`src/core/tklm_pkg.sv`:
```
// ***************************************************************
// tklm_pkg: constants and types of the tape and keyboard loader
// ***************************************************************
// holds character codes, routine codes, record positions, counts and
// the packed carriers shared by the loader and its bench.
// assumes characters arrive already decoded into the six-bit code below.
package tklm_pkg;

    // six-bit character code; digits are 6'h10 to 6'h19
    localparam logic [5:0] CH_BLANK = 6'h00;
    localparam logic [5:0] CH_DIGIT_BASE = 6'h10;
    localparam logic [5:0] CH_GAP_CHAR = 6'h20;
    localparam logic [5:0] CH_CARRIAGE_RETURN = 6'h21;
    localparam logic [5:0] CH_LINE_FEED = 6'h22;
    localparam logic [5:0] CH_FIGURE_SHIFT = 6'h23;
    localparam logic [5:0] CH_POUND = 6'h24;

    // routine codes, four decimal digits held as bcd
    localparam logic [15:0] RT_TAPE_LOAD = 16'h0041;
    localparam logic [15:0] RT_KBD_LOAD = 16'h0051;
    localparam logic [15:0] RT_DUMP = 16'h0175;
    localparam logic [15:0] RT_CLEAR = 16'h0232;

    // character positions inside a load or dump record
    localparam logic [3:0] REC_GAP1 = 4'h4;
    localparam logic [3:0] REC_FUNC_LO = 4'h6;
    localparam logic [3:0] REC_GAP2 = 4'h7;
    localparam logic [3:0] REC_OPER_LO = 4'hb;
    localparam logic [3:0] REC_CR = 4'hc;
    localparam logic [3:0] REC_END = 4'hd;

    // character positions inside the dump range entry
    localparam logic [3:0] RNG_GAP1 = 4'h4;
    localparam logic [3:0] RNG_GAP2 = 4'h9;
    localparam logic [3:0] RNG_CR = 4'ha;

    // counts of emitted characters, and cycles of store read latency
    localparam logic [5:0] BLANK_FRAMES = 6'h3c;
    localparam logic [5:0] POUND_COUNT = 6'h03;
    localparam logic [5:0] READ_WAIT = 6'h01;

    // values after reset
    localparam logic [15:0] RST_BCD16 = 16'h0000;
    localparam logic [3:0] RST_POS = 4'h0;
    localparam logic [5:0] RST_CNT = 6'h00;

    // stored instruction: function then operand, all bcd
    typedef struct packed {
        logic [7:0] func;
        logic [15:0] oper;
    } tklm_word_s;

    // one store write
    typedef struct packed {
        logic en;
        logic [15:0] addr;
        tklm_word_s data;
    } tklm_store_wr_s;

    // one character offered by a source
    typedef struct packed {
        logic valid;
        logic [5:0] code;
    } tklm_char_s;

endpackage

```
`src/core/tklm_loader.sv`:
```
// ***************************************************************
// tklm_loader: loader and monitor routines behind the teleprinter
// ***************************************************************
// holds the routine selector, record parser, store dump and store clear.
// assumes keyboard and tape characters come from logic on core_clk, the
// printer takes a character when tx_valid and tx_ready are both high, and
// the store returns rd_data one cycle after rd_addr is steady.
`timescale 1ns/10ps
module tklm_loader
    import tklm_pkg::*;
#(
    parameter logic [15:0] STORE_LAST = 16'h4095
)
(
    // clock and reset
    input wire logic core_clk,
    input wire logic resetn,
    // interrupt push button pin
    input wire logic intr_button,
    // keyboard characters
    input wire tklm_char_s kbd_char,
    output logic kbd_ready,
    // tape reader characters
    input wire tklm_char_s tape_char,
    output logic tape_ready,
    // printer characters
    output logic tx_valid,
    output logic [5:0] tx_char,
    input wire logic tx_ready,
    // store ports
    output tklm_store_wr_s store_wr,
    output logic [15:0] rd_addr,
    input wire tklm_word_s rd_data
);

    typedef enum logic [3:0] {
        S_IDLE, S_CODE, S_ACK, S_LOAD, S_POUND, S_LOAD_END,
        S_RANGE, S_BLANK1, S_FETCH, S_DREC, S_BLANK2, S_CLEAR
    } tklm_state_e;

    // ***************************************************************
    // helpers
    // ***************************************************************

    // true for a decimal digit character
    function automatic logic is_digit(input logic [5:0] c);
        is_digit = (c[5:4] == CH_DIGIT_BASE[5:4]) && (c[3:0] <= 4'h9);
    endfunction

    // bcd increment of a four digit address
    function automatic logic [15:0] bcd_inc(input logic [15:0] v);
        logic [15:0] r;
        logic carry;
        r = v;
        carry = 1'b1;
        for (int i = 0; i < 4; i++)
        begin
            if (carry)
            begin
                carry = (r[i*4 +: 4] == 4'h9);
                r[i*4 +: 4] = carry ? 4'h0 : r[i*4 +: 4] + 4'h1;
            end
        end
        bcd_inc = r;
    endfunction

    // digit character from a bcd nibble
    function automatic logic [5:0] dig(input logic [3:0] n);
        dig = {CH_DIGIT_BASE[5:4], n};
    endfunction

    // ***************************************************************
    // interrupt pin synchroniser
    // ***************************************************************

    logic [2:0] sync_q;
    logic btn_q;
    logic btn_d;
    logic intr_edge;

    // three stages; the level moves once stages two and three agree
    always_comb
    begin
        btn_d = (sync_q[1] == sync_q[2]) ? sync_q[2] : btn_q;
        intr_edge = btn_d && !btn_q;
    end

    always_ff @(posedge core_clk or negedge resetn)
    begin
        if (!resetn)
        begin
            sync_q <= 3'h0;
            btn_q <= 1'b0;
        end
        else
        begin
            sync_q <= {sync_q[1:0], intr_button};
            btn_q <= btn_d;
        end
    end

    // ***************************************************************
    // routine sequencer
    // ***************************************************************

    tklm_state_e state_q, state_d, ret_q, ret_d;
    logic [3:0] pos_q, pos_d;
    logic [5:0] cnt_q, cnt_d;
    logic [15:0] code_q, code_d, addr_q, addr_d, fin_q, fin_d;
    tklm_word_s word_q, word_d;
    logic skip_q, skip_d, tape_q, tape_d;
    logic [5:0] tx_q, tx_d;
    tklm_store_wr_s wr_q, wr_d;
    tklm_char_s rx;
    logic take;
    logic sent;

    // character due on the printer in a given state
    function automatic logic [5:0] out_char(input tklm_state_e st, input logic [3:0] p,
        input logic [15:0] a, input logic [15:0] f, input tklm_word_s w);
        out_char = CH_BLANK;
        case (st)
            S_ACK, S_LOAD_END: out_char = CH_LINE_FEED;
            S_POUND: out_char = CH_POUND;
            S_DREC:
            begin
                if (p < REC_GAP1)
                    out_char = dig(a[(3 - p[1:0])*4 +: 4]);
                else if (p == REC_GAP1 || p == REC_GAP2)
                    out_char = CH_GAP_CHAR;
                else if (p <= REC_FUNC_LO)
                    out_char = dig(p[0] ? w.func[7:4] : w.func[3:0]);
                else if (p <= REC_OPER_LO)
                    out_char = dig(w.oper[(REC_OPER_LO - p)*4 +: 4]);
                else if (p == REC_CR)
                    out_char = CH_CARRIAGE_RETURN;
                else
                    out_char = (a == f) ? CH_FIGURE_SHIFT : CH_LINE_FEED;
            end
            default: out_char = CH_BLANK;
        endcase
    endfunction

    // source handshakes; only the routine's own source is taken
    always_comb
    begin
        kbd_ready = (state_q == S_CODE) || (state_q == S_RANGE) ||
            ((state_q == S_LOAD) && !tape_q);
        tape_ready = (state_q == S_LOAD) && tape_q;
        rx = tape_q ? tape_char : kbd_char;
        if (state_q != S_LOAD)
            rx = kbd_char;
        take = rx.valid && (kbd_ready || tape_ready);
        tx_valid = (state_q == S_ACK) || (state_q == S_POUND) || (state_q == S_LOAD_END) ||
            (state_q == S_BLANK1) || (state_q == S_DREC) || (state_q == S_BLANK2);
        sent = tx_valid && tx_ready;
    end

    // next values of the sequencer
    always_comb
    begin
        state_d = state_q;
        ret_d = ret_q;
        pos_d = pos_q;
        cnt_d = cnt_q;
        code_d = code_q;
        addr_d = addr_q;
        fin_d = fin_q;
        word_d = word_q;
        skip_d = skip_q;
        tape_d = tape_q;
        wr_d = '0;
        case (state_q)
            S_IDLE: ;
            S_CODE:
            begin
                if (take && is_digit(rx.code))
                    code_d = {code_q[11:0], rx.code[3:0]};
                else if (take && rx.code == CH_CARRIAGE_RETURN)
                begin
                    code_d = RST_BCD16;
                    pos_d = RST_POS;
                    skip_d = 1'b0;
                    addr_d = RST_BCD16;
                    state_d = S_ACK;
                    case (code_q)
                        RT_TAPE_LOAD:
                        begin
                            ret_d = S_LOAD;
                            tape_d = 1'b1;
                        end
                        RT_KBD_LOAD:
                        begin
                            ret_d = S_LOAD;
                            tape_d = 1'b0;
                        end
                        RT_DUMP: ret_d = S_RANGE;
                        RT_CLEAR: ret_d = S_CLEAR;
                        default: state_d = S_CODE;
                    endcase
                end
                else if (take && rx.code != CH_BLANK)
                    code_d = RST_BCD16;
            end
            S_ACK:
            begin
                if (sent)
                begin
                    state_d = ret_q;
                    cnt_d = RST_CNT;
                end
            end
            S_LOAD:
            begin
                if (take && skip_q)
                begin
                    // resynchronise on the next record boundary
                    if (rx.code == CH_LINE_FEED)
                    begin
                        skip_d = 1'b0;
                        pos_d = RST_POS;
                    end
                    else if (rx.code == CH_FIGURE_SHIFT)
                        state_d = S_LOAD_END;
                end
                else if (take && !(pos_q == RST_POS && rx.code == CH_BLANK))
                begin
                    pos_d = pos_q + 4'h1;
                    if (pos_q < REC_GAP1 && is_digit(rx.code))
                        addr_d = {addr_q[11:0], rx.code[3:0]};
                    else if ((pos_q == REC_GAP1 || pos_q == REC_GAP2) &&
                        rx.code == CH_GAP_CHAR) ;
                    else if (pos_q > REC_GAP1 && pos_q <= REC_FUNC_LO && is_digit(rx.code))
                        word_d.func = {word_q.func[3:0], rx.code[3:0]};
                    else if (pos_q > REC_GAP2 && pos_q <= REC_OPER_LO && is_digit(rx.code))
                        word_d.oper = {word_q.oper[11:0], rx.code[3:0]};
                    else if (pos_q == REC_CR && rx.code == CH_CARRIAGE_RETURN) ;
                    else if (pos_q == REC_END &&
                        (rx.code == CH_LINE_FEED || rx.code == CH_FIGURE_SHIFT))
                    begin
                        wr_d = {1'b1, addr_q, word_q};
                        pos_d = RST_POS;
                        if (rx.code == CH_FIGURE_SHIFT)
                            state_d = S_LOAD_END;
                    end
                    else if (rx.code == CH_FIGURE_SHIFT)
                        state_d = S_LOAD_END;
                    else
                    begin
                        state_d = S_POUND;
                        ret_d = S_LOAD;
                        cnt_d = RST_CNT;
                        pos_d = RST_POS;
                        skip_d = (rx.code != CH_LINE_FEED);
                    end
                end
            end
            S_POUND:
            begin
                if (sent)
                begin
                    cnt_d = cnt_q + 6'h01;
                    if (cnt_q == POUND_COUNT - 6'h01)
                        state_d = ret_q;
                end
            end
            S_LOAD_END:
            begin
                if (sent)
                    state_d = S_IDLE;
            end
            S_RANGE:
            begin
                if (take && !(pos_q == RST_POS && rx.code == CH_BLANK))
                begin
                    pos_d = pos_q + 4'h1;
                    if (pos_q < RNG_GAP1 && is_digit(rx.code))
                        addr_d = {addr_q[11:0], rx.code[3:0]};
                    else if ((pos_q == RNG_GAP1 || pos_q == RNG_GAP2) &&
                        rx.code == CH_GAP_CHAR) ;
                    else if (pos_q > RNG_GAP1 && pos_q < RNG_GAP2 && is_digit(rx.code))
                        fin_d = {fin_q[11:0], rx.code[3:0]};
                    else if (pos_q == RNG_CR && rx.code == CH_CARRIAGE_RETURN)
                    begin
                        state_d = S_ACK;
                        ret_d = S_BLANK1;
                    end
                    else
                    begin
                        state_d = S_POUND;
                        ret_d = S_RANGE;
                        cnt_d = RST_CNT;
                        pos_d = RST_POS;
                    end
                end
            end
            S_BLANK1, S_BLANK2:
            begin
                if (sent)
                begin
                    cnt_d = cnt_q + 6'h01;
                    if (cnt_q == BLANK_FRAMES - 6'h01)
                    begin
                        state_d = (state_q == S_BLANK1) ? S_FETCH : S_IDLE;
                        cnt_d = RST_CNT;
                    end
                end
            end
            S_FETCH:
            begin
                cnt_d = cnt_q + 6'h01;
                if (cnt_q == READ_WAIT)
                begin
                    word_d = rd_data;
                    pos_d = RST_POS;
                    state_d = S_DREC;
                end
            end
            S_DREC:
            begin
                if (sent)
                begin
                    pos_d = pos_q + 4'h1;
                    if (pos_q == REC_END)
                    begin
                        cnt_d = RST_CNT;
                        if (addr_q == fin_q)
                            state_d = S_BLANK2;
                        else
                        begin
                            addr_d = bcd_inc(addr_q);
                            state_d = S_FETCH;
                        end
                    end
                end
            end
            S_CLEAR:
            begin
                wr_d = {1'b1, addr_q, 24'h000000};
                addr_d = bcd_inc(addr_q);
                if (addr_q == STORE_LAST)
                    state_d = S_IDLE;
            end
            default: state_d = S_IDLE;
        endcase
        // the button wins over every routine
        if (intr_edge)
        begin
            state_d = S_CODE;
            code_d = RST_BCD16;
            pos_d = RST_POS;
            skip_d = 1'b0;
            wr_d = '0;
        end
        tx_d = out_char(state_d, pos_d, addr_d, fin_d, word_d);
    end

    // sequencer registers
    always_ff @(posedge core_clk or negedge resetn)
    begin
        if (!resetn)
        begin
            state_q <= S_IDLE;
            ret_q <= S_IDLE;
            pos_q <= RST_POS;
            cnt_q <= RST_CNT;
            code_q <= RST_BCD16;
            addr_q <= RST_BCD16;
            fin_q <= RST_BCD16;
            word_q <= '0;
            skip_q <= 1'b0;
            tape_q <= 1'b0;
            tx_q <= CH_BLANK;
            wr_q <= '0;
        end
        else
        begin
            state_q <= state_d;
            ret_q <= ret_d;
            pos_q <= pos_d;
            cnt_q <= cnt_d;
            code_q <= code_d;
            addr_q <= addr_d;
            fin_q <= fin_d;
            word_q <= word_d;
            skip_q <= skip_d;
            tape_q <= tape_d;
            tx_q <= tx_d;
            wr_q <= wr_d;
        end
    end

    // outputs from flops
    assign tx_char = tx_q;
    assign store_wr = wr_q;
    assign rd_addr = addr_q;

endmodule

```
`config.mk`:
```
export PLATFORM = sky130hd
export DESIGN_NAME = tklm_loader
export DESIGN_NICKNAME = d
export VERILOG_FILES = /design/src/core/tklm_pkg.sv /design/src/core/tklm_loader.sv
export SDC_FILE = /design/constraint.sdc
export NUM_CORES = 1
export LEC_CHECK = 0
export BUFFER_PORTS_ARGS = -buffer_cell sky130_fd_sc_hd__buf_2
export CORE_ASPECT_RATIO = 0.8
export CORE_MARGIN = 4
export CORE_UTILIZATION = 50
export DETAILED_ROUTE_END_ITERATION = 8
export PLACE_DENSITY = 0.74
export SYNTH_ARGS = -nofsm -noshare
export SYNTH_HDL_FRONTEND = slang
export SYNTH_SLANG_ARGS = --single-unit
```
`constraint.sdc`:
```
create_clock -name core_clk -period 4.7 [get_ports core_clk]
set_clock_uncertainty 0.2 [all_clocks]
set_input_delay 1.41 -clock core_clk [delete_from_list [all_inputs] [get_ports core_clk]]
set_output_delay 1.41 -clock core_clk [all_outputs]
set_load 0.01 [all_outputs]
```
==> summary.txt <==
Die
  • Die width: roughly 160 microns
  • Std-Cell Rows: 43
  • Ports: 108
  • Die height: 128 microns
  • Full die area: 0.0203 sq mm
  • Core Area: 0.0175 sq mm
  • Initial Utilization: 51.5%

Power
  • Maximum VDD drop: 0.272 mV
  • Standby leakage power: around 5.6 nW
  • Pwr dens: 288 mW/mm^2

Final layout
  • Multi-input logic area: 0.00504 sq mm
  • Antenna Cells: 0
  • FILL cells: 1476
  • Flip-flop and latch area: 0.00358 sq mm
  • Syn-to-layout area delta: 22.3%
  • Layout cell share with drive strength beyond 1: between 20% and 30%
  • Finished Cell Area: approximately 0.011 sq mm
  • Util after Layout: 63.0%
  • Nets: 1194

CTS
  • TritonCTS clock tree: built
  • CTS sink count: 143
  • Worst-path clk slew: 0.06 ns
  • Post-CTS sizing: 0
  • CTS Hold Buffers Added: 0
  • Worst-Skew Late Latency: 0.43 ns
  • Htree depth: 4
  • Root Buffer: clkbuf_16
  • CTS buffer count: 17
  • Largest buffer count on any clock path: 2
  • Post-CTS Setup Repair Bufs: 0

Drt
  • Initial DRC Count: 1184
  • Routed vias/inst: 6.17
  • Total number of vias: 8451
  • WL/cell: about 20 microns
  • DRC violations left: 0
  • Final wirelength: 27900 microns
  • Drt pass-1 iters: 7
  • Antenna Violating Nets Remaining: 0

Yosys
  • Async S/R FF share, synth: 100%
  • Most used DFF post-synth: dfrtp_1
  • Synthesized area per cell: 9.45 sq um
  • Post-Syn Instances: between 900 and 1000
  • Number of flops mapped to enable cells by yosys: 0
  • Syn_nets: 1019
  • Synth Warn #: 0
  • Post-synth cell types: 100
  • Post-synthesis sequential area ratio: 39.6%
  • Register bit total from synthesis: 143
  • Synthesized cell area: ~0.0090 sq mm

GRT
  • All-layer global routing usage: 27.6%
  • Initial antenna violation count: 0
  • Global-route wire length before repair: 44000 microns
  • GR Overflow Total: 0
  • Largest net degree at the start of global routing: roughly 80
  • Vias in the first global route: 8110

STA
  • Fin Hold WS: 0.167 ns
  • Final slew viol count: 0
  • RSZ-0062 raised after global routing: no
  • Fmax: around 220 MHz
  • Fin crit period: 4.48 ns
  • Final hold vios: 0
  • Final setup vio count: 0
  • Worst-Margin Slew: 0.953 ns
  • Relative slew slack: between 30 and 40%
  • Sum Neg Setup Slack: 0 ns
  • Final period utilization: 95.3%

Worst setup path
  • CP Capture Type: flop
  • CP required: 4.83 ns
  • Worst EP arrival: 4.61 ns
  • Critical path class: in -> reg
  • Worst-path maximum fanout: 6
  • Worst Setup Start Kind: input pin

Placement
  • HPWL Detailed: 21000 microns
  • I/O Buffers: ~110
  • Placer Congestion: 1.05
  • Placement Cell Area: 0.0104 sq mm

Run status
  • Status: finished clean

Min path
  • Min-Delay Path Class: reg -> reg

Run
  • Max_cap viols: 0
-- kinds of logic (layout without fill, tap and decap cells) --
logic type      count (synthesis)  count (layout)  synth area share [%]
xor+xnor                       24              24                  2.33
flops                         143             143                  39.6
compound gates                260             260                  22.5
buf+inv                        97             285                  4.78
simple gates                  364             364                  22.4
fa+ha+maj                      22              22                  3.02
mux                            46              46                  5.36
-- metrics by stage --
stage	std cells	power, mW	setup slack [ns]
global placement	1337	1.75	-0.136
finish	1369	3.18	0.219
CTS	1369	3.19	0.164
detailed placement	1337	1.75	-0.273
global route	1369	3.29	0.0916
floorplan	956	1.55	0.0193
-- power breakdown --
group	switching [mW]	internal [mW]
Clock	0.563	0.877
Combinational	0.224	0.174
Sequential	0.0835	1.26
Total	0.871	2.31
-- placed cells by master (no fill, tap or decap), types with 7 or more instances in the layout --
cell	instances
dfrtp_1	143
buf_2	106
buf_4	102
nand2_1	87
nor2_1	65
and2_1	46
o21ai_0	45
inv_1	40
nand3_1	36
a21oi_1	32
mux2i_1	27
a22o_1	25
ha_1	21
xor2_1	19
mux2_2	18
clkbuf_16	17
a22oi_1	15
nor4_1	14
nor3_1	13
nand4_1	12
o211ai_1	12
a221o_1	12
a211oi_1	11
nand2b_1	11
a21o_1	10
nor2b_1	9
o21ai_1	8
or2_2	7
and3_1	7
a222oi_1	7
-- critical path, stage by stage --
cell      delay, ns
buf_2          0.11
nor3b_1        0.06
buf_4          0.15
nor4_4         0.29
a211o_2        0.30
o211ai_1       0.16
o31ai_1        0.57
a41oi_1        0.30
or4b_4         0.61
or3_4          0.40
o31ai_1        0.25
-- synthesized netlist by cell type (14+ instances only) --
| cell | number | area share [%] |
|---|---|---|
| nand2_1 | 87 | 3.6 |
| and2_1 | 46 | 3.2 |
| inv_1 | 40 | 1.7 |
| dfrtp_1 | 143 | 40 |
| a22o_1 | 25 | 2.4 |
| nor3_1 | 14 | 0.78 |
| ha_1 | 21 | 2.9 |
| buf_2 | 15 | 0.83 |
| mux2_2 | 18 | 2.2 |
| nor2_1 | 65 | 2.7 |
| clkbuf_1 | 32 | 1.3 |
| a22oi_1 | 15 | 1.2 |
| nand3_1 | 36 | 2.0 |
| mux2i_1 | 27 | 3.0 |
| a21oi_1 | 32 | 1.8 |
| nor4_1 | 15 | 1.0 |
| xor2_1 | 19 | 1.8 |
| o21ai_0 | 45 | 2.5 |
-- worst paths after layout --
check	startpoint	to	slack, ns	cells after the start
worst max-delay path	tape_char[2]	tx_char[1]	0.22	11
worst min-delay path	sync_q[0]	sync_q[1]	0.17	0
worst max register to register	state_q[1]	tx_char[1]	0.40	10
worst min register to register	sync_q[0]	sync_q[1]	0.17	0
max in group asynchronous	resetn	store_wr[33]	2.73	2
min in group asynchronous	resetn	store_wr[19]	0.80	1
-- final cells by class --
| class | count | share of cell area, % |
|---|---|---|
| Clock buffer | 20 | 4.13 |
| Clock inverter | 12 | 1.53 |
| Inverter | 41 | 1.39 |
| Multi-Input combinational cell | 716 | 45.6 |
| Sequential cell | 143 | 32.4 |
| Tap cell | 225 | 2.55 |
| Timing Repair Buffer | 212 | 12.4 |
-- sequential cells by signal, summed over array words and instances, names as in the netlist --
register,flops
skip_q,1
store_wr,41
fin_q,16
sync_q,3
state_q,4
ret_q,4
code_q,16
btn_q,1
word_q,24
tx_char,6
rd_addr,16
cnt_q,6
pos_q,4
tape_q,1
-- routing by layer --
layer | global-route usage [%] | routed length, microns | part of all wire [%] | up-vias
met2 | 40.0 | 11700 | 42 | 475
li1 | - | - | - | 3895
met5 | 0 | 0 | 0 | -
met1 | 40.6 | 12500 | 45 | 4018
met3 | 7.19 | 3040 | 11 | 63
met4 | 7.77 | 665 | 2.4 | 0
Note: power is estimated with default switching activity, not from simulation.
